`src/shared/ctb_cfg.svh`:
```
// offsets, field positions, reset values and sizes of the time base
`ifndef CTB_CFG_SVH
`define CTB_CFG_SVH

// register indexes as printed; byte address is four times the index
`define CTB_I_MODE   16'h00D1
`define CTB_I_LOW    16'h00D9
`define CTB_I_FLAGS  16'h00E1
`define CTB_I_HIGH   16'h00E9
`define CTB_I_SNAPL  16'h00F2
`define CTB_I_SNAPH  16'h00F3
`define CTB_I_DIV    16'hA0A5
`define CTB_I_RLDL   16'hA0A6
`define CTB_I_RLDH   16'hA0A7
`define CTB_ADDR_W   18
`define CTB_A_MODE   {`CTB_I_MODE, 2'b00}
`define CTB_A_LOW    {`CTB_I_LOW, 2'b00}
`define CTB_A_FLAGS  {`CTB_I_FLAGS, 2'b00}
`define CTB_A_HIGH   {`CTB_I_HIGH, 2'b00}
`define CTB_A_SNAPL  {`CTB_I_SNAPL, 2'b00}
`define CTB_A_SNAPH  {`CTB_I_SNAPH, 2'b00}
`define CTB_A_DIV    {`CTB_I_DIV, 2'b00}
`define CTB_A_RLDL   {`CTB_I_RLDL, 2'b00}
`define CTB_A_RLDH   {`CTB_I_RLDH, 2'b00}

// mode register bit positions
`define CTB_M_IDLE   7
`define CTB_M_RLD    6
`define CTB_M_CNT8   5
`define CTB_M_WRAP8  4
`define CTB_M_EN     3
`define CTB_M_OVFIE  2
`define CTB_M_EQIE   1
`define CTB_M_TRIG   0

// flags register bit positions
`define CTB_F_OVF    7
`define CTB_F_EQ     6

// reset values
`define CTB_RST_BYTE 8'h00
`define CTB_RST_CNT  16'h0000

// counter wrap points
`define CTB_ONES8    8'hFF
`define CTB_ONES16   16'hFFFF
`define CTB_ONE16    16'h0001

// bus answers
`define CTB_OKAY     2'h0
`define CTB_DECERR   2'h3

`endif

```
`src/shared/ctb_pkg.sv`:
```
// types shared by the counter array time base
`default_nettype none
package ctb_pkg;
    typedef logic [1:0]  ctb_resp_type;   // axi response code
    typedef logic [7:0]  ctb_byte_type;   // one register byte
    typedef logic [15:0] ctb_count_type;  // main count
endpackage
`default_nettype wire

```
`src/design/ctb_timebase.sv`:
```
// counter array main time base with an axi4-lite register slave
//
// How it works
// - 16-bit roll to zero sets overflow flag
// - byte-wrap option: overflow every 256 counts
// - enable cleared stops and zeroes the count
// - while disabled, the active compare value loads from its buffer
// - count equals compare value sets equal flag while enabled
// - equal irq enable gates the equal request
// - comparator event snapshots count when enabled
// - trigger disabled: comparator event takes no snapshot
// - module events set sticky module flags
// - count bytes readable, writes to them ignored
// - low byte read snapshots both bytes
// - upper reload byte loads upper count
// - lower reload byte loads lower count
// - upper snapshot read returns captured byte
// - upper snapshot write loads compare upper
// - auto-reload reloads at overflow, else wraps
// - eight-bit select makes an 8-bit counter
// - count rate is clock over divider plus one
// - lower snapshot reads low, write loads compare
//
// The AXI4-Lite slave port was chosen for this implementation.
`default_nettype none
`include "ctb_cfg.svh"

module ctb_timebase #(
    parameter int ADDR_W = `CTB_ADDR_W  // byte address width
) (
    input  wire logic                 aclk,
    input  wire logic                 aresetn,
    // axi4-lite write address
    input  wire logic [ADDR_W-1:0]    s_axi_awaddr,
    input  wire logic                 s_axi_awvalid,
    output logic                      s_axi_awready,
    // axi4-lite write data
    input  wire logic [31:0]          s_axi_wdata,
    input  wire logic [3:0]           s_axi_wstrb,
    input  wire logic                 s_axi_wvalid,
    output logic                      s_axi_wready,
    // axi4-lite write response
    output ctb_pkg::ctb_resp_type     s_axi_bresp,
    output logic                      s_axi_bvalid,
    input  wire logic                 s_axi_bready,
    // axi4-lite read address
    input  wire logic [ADDR_W-1:0]    s_axi_araddr,
    input  wire logic                 s_axi_arvalid,
    output logic                      s_axi_arready,
    // axi4-lite read data
    output logic [31:0]               s_axi_rdata,
    output ctb_pkg::ctb_resp_type     s_axi_rresp,
    output logic                      s_axi_rvalid,
    input  wire logic                 s_axi_rready,
    // on-chip inputs on aclk: cpu_idle is a level, events are one-cycle pulses
    input  wire logic                 cpu_idle,
    input  wire logic                 comparator_event,
    input  wire logic [5:0]           module_event,
    // time base towards the capture/compare modules
    output ctb_pkg::ctb_count_type    count_value,
    output logic                      overflow_pulse,
    // interrupt requests
    output logic                      overflow_irq,
    output logic                      count_equal_irq
);
    import ctb_pkg::*;

    // refuse an address too narrow for the highest register
    if (ADDR_W < `CTB_ADDR_W) begin : g_chk
        $error("ctb_timebase: ADDR_W too small");
    end

    ////////////////////////////////////////////////////////////////
    // register storage

    ctb_byte_type  mode;          // control bits
    ctb_byte_type  flags;         // sticky event flags
    ctb_byte_type  divider;       // input divider value
    ctb_byte_type  reload_lower;  // lower reload byte
    ctb_byte_type  reload_upper;  // upper reload byte
    ctb_count_type count;         // main count
    ctb_count_type snapshot;      // captured count
    ctb_count_type cmp_buffer;    // written compare value
    ctb_count_type cmp_active;    // compare value in use
    ctb_byte_type  div_count;     // prescaler position

    // control bits decoded from the mode register
    wire logic idle_stop      = mode[`CTB_M_IDLE];
    wire logic auto_reload    = mode[`CTB_M_RLD];
    wire logic eight_bit_sel  = mode[`CTB_M_CNT8];
    wire logic byte_wrap      = mode[`CTB_M_WRAP8];
    wire logic counter_enable = mode[`CTB_M_EN];
    wire logic ovf_irq_en     = mode[`CTB_M_OVFIE];
    wire logic eq_irq_en      = mode[`CTB_M_EQIE];
    wire logic trig_en        = mode[`CTB_M_TRIG];

    ////////////////////////////////////////////////////////////////
    // axi4-lite write side

    logic [ADDR_W-1:0] wr_addr;   // held write address
    logic [31:0]       wr_data;   // held write data
    logic              wr_lane0;  // held strobe for byte 0
    logic              aw_got;    // address is held
    logic              w_got;     // data is held

    // both halves held and no response pending: perform the write
    wire logic do_write = aw_got & w_got & ~s_axi_bvalid;
    wire logic wr_take  = do_write & wr_lane0;
    wire ctb_byte_type wr_byte = wr_data[7:0];

    // write decode
    wire logic wr_mode  = wr_take & (wr_addr == `CTB_A_MODE);
    wire logic wr_flags = wr_take & (wr_addr == `CTB_A_FLAGS);
    wire logic wr_div   = wr_take & (wr_addr == `CTB_A_DIV);
    wire logic wr_rldl  = wr_take & (wr_addr == `CTB_A_RLDL);
    wire logic wr_rldh  = wr_take & (wr_addr == `CTB_A_RLDH);
    wire logic wr_cmpl  = wr_take & (wr_addr == `CTB_A_SNAPL);
    wire logic wr_cmph  = wr_take & (wr_addr == `CTB_A_SNAPH);

    // every known address answers okay; writes to count bytes vanish
    wire logic wr_known = (wr_addr == `CTB_A_MODE)
                        | (wr_addr == `CTB_A_LOW)
                        | (wr_addr == `CTB_A_FLAGS)
                        | (wr_addr == `CTB_A_HIGH)
                        | (wr_addr == `CTB_A_SNAPL)
                        | (wr_addr == `CTB_A_SNAPH)
                        | (wr_addr == `CTB_A_DIV)
                        | (wr_addr == `CTB_A_RLDL)
                        | (wr_addr == `CTB_A_RLDH);

    // write address channel
    always_ff @(posedge aclk) begin
        if (!aresetn) begin
            s_axi_awready <= 1'b1;
            aw_got        <= 1'b0;
            wr_addr       <= '0;
        end else if (s_axi_awvalid && s_axi_awready) begin
            s_axi_awready <= 1'b0;
            aw_got        <= 1'b1;
            wr_addr       <= s_axi_awaddr;
        end else if (do_write) begin
            aw_got        <= 1'b0;
        end else if (s_axi_bvalid && s_axi_bready) begin
            s_axi_awready <= 1'b1;
        end
    end

    // write data channel
    always_ff @(posedge aclk) begin
        if (!aresetn) begin
            s_axi_wready <= 1'b1;
            w_got        <= 1'b0;
            wr_data      <= '0;
            wr_lane0     <= 1'b0;
        end else if (s_axi_wvalid && s_axi_wready) begin
            s_axi_wready <= 1'b0;
            w_got        <= 1'b1;
            wr_data      <= s_axi_wdata;
            wr_lane0     <= s_axi_wstrb[0];
        end else if (do_write) begin
            w_got        <= 1'b0;
        end else if (s_axi_bvalid && s_axi_bready) begin
            s_axi_wready <= 1'b1;
        end
    end

    // write response, one cycle after both halves are held
    always_ff @(posedge aclk) begin
        if (!aresetn) begin
            s_axi_bvalid <= 1'b0;
            s_axi_bresp  <= `CTB_OKAY;
        end else if (do_write) begin
            s_axi_bvalid <= 1'b1;
            s_axi_bresp  <= wr_known ? `CTB_OKAY : `CTB_DECERR;
        end else if (s_axi_bready) begin
            s_axi_bvalid <= 1'b0;
        end
    end

    ////////////////////////////////////////////////////////////////
    // axi4-lite read side

    wire logic rd_take = s_axi_arvalid & s_axi_arready;

    // read decode and data selection
    wire logic rd_low = rd_take & (s_axi_araddr == `CTB_A_LOW);
    logic [8:0] rd_sel;  // selected byte plus hit bit
    always_comb begin
        unique case (s_axi_araddr)
            `CTB_A_MODE:  rd_sel = {1'b1, mode};
            `CTB_A_LOW:   rd_sel = {1'b1, count[7:0]};
            `CTB_A_FLAGS: rd_sel = {1'b1, flags};
            `CTB_A_HIGH:  rd_sel = {1'b1, count[15:8]};
            `CTB_A_SNAPL: rd_sel = {1'b1, snapshot[7:0]};
            `CTB_A_SNAPH: rd_sel = {1'b1, snapshot[15:8]};
            `CTB_A_DIV:   rd_sel = {1'b1, divider};
            `CTB_A_RLDL:  rd_sel = {1'b1, reload_lower};
            `CTB_A_RLDH:  rd_sel = {1'b1, reload_upper};
            default:      rd_sel = 9'h000;
        endcase
    end

    // read channel: data registered at the accepting edge
    always_ff @(posedge aclk) begin
        if (!aresetn) begin
            s_axi_arready <= 1'b1;
            s_axi_rvalid  <= 1'b0;
            s_axi_rdata   <= '0;
            s_axi_rresp   <= `CTB_OKAY;
        end else if (rd_take) begin
            s_axi_arready <= 1'b0;
            s_axi_rvalid  <= 1'b1;
            s_axi_rdata   <= {24'h000000, rd_sel[7:0]};
            s_axi_rresp   <= rd_sel[8] ? `CTB_OKAY : `CTB_DECERR;
        end else if (s_axi_rvalid && s_axi_rready) begin
            s_axi_arready <= 1'b1;
            s_axi_rvalid  <= 1'b0;
        end
    end

    ////////////////////////////////////////////////////////////////
    // prescaler and counting

    // counting runs when enabled and not held by idle
    wire logic run = counter_enable & ~(idle_stop & cpu_idle);

    // one pulse every divider+1 clocks
    wire logic tick = run & (div_count == divider);

    // prescaler restarts whenever the counter is halted
    always_ff @(posedge aclk) begin
        if (!aresetn || !run || tick) begin
            div_count <= `CTB_RST_BYTE;
        end else begin
            div_count <= div_count + 8'h01;
        end
    end

    // wrap points of the low byte and the whole count
    wire logic wrap8  = tick & (count[7:0] == `CTB_ONES8);
    wire logic wrap16 = tick & (count == `CTB_ONES16);

    // overflow: every 256 counts with byte-wrap or in 8-bit mode
    wire logic ovf = (byte_wrap | eight_bit_sel)
                   ? wrap8
                   : wrap16;

    // next count value
    ctb_count_type next_count;
    always_comb begin
        next_count = count;
        if (!counter_enable) begin
            next_count = `CTB_RST_CNT;
        end else if (ovf && auto_reload) begin
            next_count[7:0] = reload_lower;
            if (!eight_bit_sel) begin
                next_count[15:8] = reload_upper;
            end
        end else if (tick && eight_bit_sel) begin
            next_count[7:0] = count[7:0] + 8'h01;
        end else if (tick) begin
            next_count = count + `CTB_ONE16;
        end
    end

    // main count register
    always_ff @(posedge aclk) begin
        if (!aresetn) begin
            count <= `CTB_RST_CNT;
        end else begin
            count <= next_count;
        end
    end

    ////////////////////////////////////////////////////////////////
    // compare value, double buffered

    // buffer written through the snapshot addresses
    always_ff @(posedge aclk) begin
        if (!aresetn) begin
            cmp_buffer <= `CTB_RST_CNT;
        end else begin
            if (wr_cmpl) begin
                cmp_buffer[7:0] <= wr_byte;
            end
            if (wr_cmph) begin
                cmp_buffer[15:8] <= wr_byte;
            end
        end
    end

    // active value follows the buffer at overflow or while disabled
    always_ff @(posedge aclk) begin
        if (!aresetn) begin
            cmp_active <= `CTB_RST_CNT;
        end else if (!counter_enable || ovf) begin
            cmp_active <= cmp_buffer;
        end
    end

    // equality is judged only while the counter is enabled
    wire logic equal_hit = counter_enable & (count == cmp_active);

    ////////////////////////////////////////////////////////////////
    // snapshot of the count

    // low byte read, or comparator event when enabled
    wire logic snap_cmp  = comparator_event & trig_en;
    wire logic snap_take = rd_low | snap_cmp;

    // captured count, never written by software
    always_ff @(posedge aclk) begin
        if (!aresetn) begin
            snapshot <= `CTB_RST_CNT;
        end else if (snap_take) begin
            snapshot <= count;
        end
    end

    ////////////////////////////////////////////////////////////////
    // control registers

    // mode, divider and reload bytes
    always_ff @(posedge aclk) begin
        if (!aresetn) begin
            mode         <= `CTB_RST_BYTE;
            divider      <= `CTB_RST_BYTE;
            reload_lower <= `CTB_RST_BYTE;
            reload_upper <= `CTB_RST_BYTE;
        end else begin
            if (wr_mode) begin
                mode <= wr_byte;
            end
            if (wr_div) begin
                divider <= wr_byte;
            end
            if (wr_rldl) begin
                reload_lower <= wr_byte;
            end
            if (wr_rldh) begin
                reload_upper <= wr_byte;
            end
        end
    end

    ////////////////////////////////////////////////////////////////
    // sticky flags: a hardware set wins over a software clear

    ctb_byte_type flag_set;   // events of this cycle
    ctb_byte_type next_flags; // written value merged with events
    always_comb begin
        flag_set              = {2'b00, module_event};
        flag_set[`CTB_F_OVF]  = ovf;
        flag_set[`CTB_F_EQ]   = equal_hit;
        next_flags = (wr_flags ? wr_byte : flags) | flag_set;
    end

    // flags register
    always_ff @(posedge aclk) begin
        if (!aresetn) begin
            flags <= `CTB_RST_BYTE;
        end else begin
            flags <= next_flags;
        end
    end

    ////////////////////////////////////////////////////////////////
    // outputs towards modules and interrupt requests

    always_ff @(posedge aclk) begin
        if (!aresetn) begin
            count_value     <= `CTB_RST_CNT;
            overflow_pulse  <= 1'b0;
            overflow_irq    <= 1'b0;
            count_equal_irq <= 1'b0;
        end else begin
            count_value     <= next_count;
            overflow_pulse  <= ovf;
            overflow_irq    <= next_flags[`CTB_F_OVF] & ovf_irq_en;
            count_equal_irq <= next_flags[`CTB_F_EQ] & eq_irq_en;
        end
    end

endmodule
`default_nettype wire

```
`config.mk`:
```
export PLATFORM = sky130hd
export DESIGN_NAME = ctb_timebase
export DESIGN_NICKNAME = d
export VERILOG_FILES = /design/src/shared/ctb_pkg.sv /design/src/design/ctb_timebase.sv
export VERILOG_INCLUDE_DIRS = /design/src /design/src/shared
export SDC_FILE = /design/constraint.sdc
export NUM_CORES = 1
export LEC_CHECK = 0
export ABC_AREA = 1
export BUFFER_PORTS_ARGS = -buffer_cell sky130_fd_sc_hd__buf_2
export CORE_ASPECT_RATIO = 0.7
export CORE_MARGIN = 4
export CORE_UTILIZATION = 45
export DETAILED_ROUTE_END_ITERATION = 8
export PLACE_DENSITY = 0.69
export SLEW_MARGIN = 10
export SYNTH_ARGS = -nofsm -noshare
export SYNTH_HDL_FRONTEND = slang
export SYNTH_SLANG_ARGS = --single-unit
```
`constraint.sdc`:
```
create_clock -name aclk -period 1.9 [get_ports aclk]
set_input_delay 0.38 -clock aclk [delete_from_list [all_inputs] [get_ports aclk]]
set_output_delay 0.38 -clock aclk [all_outputs]
set_load 0.005 [all_outputs]
```
==> results.json <==
{
  "synth_top_family_by_area": "simple AND/OR/NAND/NOR gates",
  "p_leak_uw": 0.00435,
  "die_w_um": 168,
  "overflow": 0,
  "design_area_um2": 9760,
  "async_flop_share": 0,
  "post-synth-top-area-cell": "dfxtp_1",
  "cp_data_arrival_time_ps": 2200,
  "synthTopCellsByCount": "239 x nand2_1, 159 x dfxtp_1, 121 x a21oi_1, 121 x nor2_1, 118 x o21ai_0",
  "finalWeightedCongestion": 0.948,
  "path_max_fanout": 5,
  "die_h_um": 120,
  "synth-compound-area-share": 0.164,
  "worstSetupPathType": "flop to flop",
  "grt_pass1_vias": 7112,
  "routed_wl_um": 24600,
  "htreeDepth": 4,
  "dpl_cell_area_um2": 8990,
  "antenna_found_initial": 0,
  "avgSynthCellArea_um2": 6.92,
  "status": "finished, final reports clean",
  "synth_seq_cells": 159,
  "first_iter_violations": 864,
  "cts_buffers": 17,
  "min_path_type": "input port to flop",
  "min_period_ps": 1900,
  "design.die.area_um2": 20100,
  "clk_pin_slew_ps": 70,
  "irDropWorstVdd_v": 0.000544,
  "num_vias": 8231,
  "ios": 147,
  "netlist_area_um2": 8020,
  "finalHoldViolCount": 0,
  "drc_errors": 0,
  "synth_top_area_share": 0.397,
  "insertedDiodeCount": 0,
  "cts-root-buf": "clkbuf_16",
  "drtPass1Iterations": 6,
  "cts_sinks": 159,
  "yosysUniqueCellTypes": 44,
  "start_util": 0.463,
  "synth-simple-area-share": 0.300,
  "rsz0062_at_grt": "true",
  "clockBufferDepth": 2,
  "worst_path_max_delay_cell": "dfxtp_2",
  "path_cells": "ha_4 > nand2_4 > nor2_4 > nand2_4 > a21oi_4 > nand4_4 > buf_8 > nand2_1 > nand2_1 > nand2_1 > a21oi_1",
  "core_area_um2": 17300,
  "period_share": 0.999,
  "cpPeakStageDelay_ps": 360,
  "grt_usage": 0.236,
  "drive_gt1_frac": 0.195,
  "crit_top_cell": "nand2_1",
  "synth_ff_type": "dfxtp_1",
  "cts_hold_buf": 0,
  "avgViaCountPerCell": 5.35,
  "end_kind": "flop",
  "clock_skew_ps": 10.0,
  "p_per_area_nw_per_um2": 764,
  "synthTopCellsByArea": "dfxtp_1 40%, nand2_1 11%, a21oi_1 7.5%",
  "ys.warnings.count": 0,
  "avgRoutedWirePerCell_um": 16.0,
  "fin_nets": 1383,
  "drv_slew": 0,
  "worst_skew_pair.late_latency_ps": 440,
  "synth_mux_area_frac": 0,
  "synth.most_common_cell": "nand2_1",
  "synthAdderAreaFrac": 0.00312,
  "required_ps": 2200,
  "port_buffers": 95,
  "fp-row-count": 40,
  "grt_pass1_wl_um": 37700,
  "grt_max_degree": 42,
  "total_power_uw": 7460,
  "synth_cells": 1159,
  "ys_seq_area_frac": 0.397,
  "setup_viol": 0,
  "synth_edf_count": 0,
  "syn2layout_area_growth_pct": 21.7,
  "cts_tree": "done",
  "ant_nets": 0,
  "synthXorXnorAreaFrac": 0.0240,
  "fmax_mhz": 527,
  "worst_setup_path_start_kind": "flop",
  "hpwlAfterDp_um": 18400,
  "maxCapViolations": 0
}
layout make-up:
type	instances	area (um2)
Multi-Input combinational cell	829	4110
Fill cell	1660	7550
Clock inverter	15	169
Sequential cell	159	3190
Timing Repair Buffer	167	1130
Clock buffer	17	425
Tap cell	231	289
Inverter	120	457
per-stage QoR:
step	utilization	hold WS [ps]	cells	setup TNS [ps]	setup slack (ps)
finish	0.564	187	1538	0	1.10
global route	0.564	180	1538	-616	-74.2
CTS	0.554	175	1531	0	0.266
detailed placement	0.519	447	1499	0	1.02
global placement	0.519	441	1499	0	14.6
floorplan	-	429	1182	0	213
state kept, by name (all words and copies together) (netlist names), 16 cells and up:
name and cells:
cmp_active 16, cmp_buffer 16, count_value 16, snapshot 16, wr_addr 18
worst paths after layout:
check	startpoint	depth (start not counted)	slack, ps	to
setup / recovery	count_value[0]	11	1	count_value[5]
hold / removal	module_event[1]	3	190	flags[1]
setup reg to reg	count_value[0]	11	1	count_value[5]
hold reg to reg	wr_addr[14]	2	460	wr_addr[14]
where the power goes:
group	leakage [uW]	internal [uW]	switching, uW	total [uW]
Clock	0.000284	1880	1610	3480
Sequential	0.00129	3410	60.9	3470
Combinational	0.00277	167	331	498
Total	0.00435	5460	2000	7460
layout by cell type (no fill, tap or decap), types with 4 or more instances in the layout:
cell type / n
nand2_1: 238
dfxtp_1: 155
a21oi_1: 121
nor2_1: 117
o21ai_0: 117
inv_1: 112
buf_2: 95
nand4_1: 76
buf_4: 63
nand3_1: 32
conb_1: 24
nor2_2: 18
clkbuf_16: 18
xor2_1: 15
nor3_1: 12
nor2_4: 7
o21ai_1: 7
xnor2_1: 7
buf_12: 7
nand3_2: 5
inv_6: 5
inv_8: 5
inv_2: 4
clkinvlp_4: 4
dfxtp_2: 4
cells by family after synthesis:
family,Yosys count
adders and majority gates,2
other,1
buffers and inverters,194
and+or+nand+nor,524
DFF,159
AOI/OAI and AO/OA,257
xor gates and xnor gates,22
per-layer routing:
metal	global-route usage	wire length [um]	up-vias
met3	0.0695	2640	53
met1	0.344	11400	3735
met2	0.338	9970	382
met4	0.0694	558	0
li1	-	-	4061
met5	0	0	-
timing repair:
| item | 4_1_cts | 5_1_grt |
|---|---|---|
| setup buffers | 0 | 6 |
| hold endpoints to repair | 0 | 0 |
| gates resized for setup | 0 | 22 |
| endpoints found under the setup margin | 0 | 45 |
worst max-delay path, delay by kind of cell (launching register included):
kind	cells	cell delay [ps]
and+or+nand+nor	7	750
DFF	1	360
AOI/OAI and AO/OA	2	270
buffers and inverters	1	210
adders and majority gates	1	160
Power figures use the tool's default switching activity.
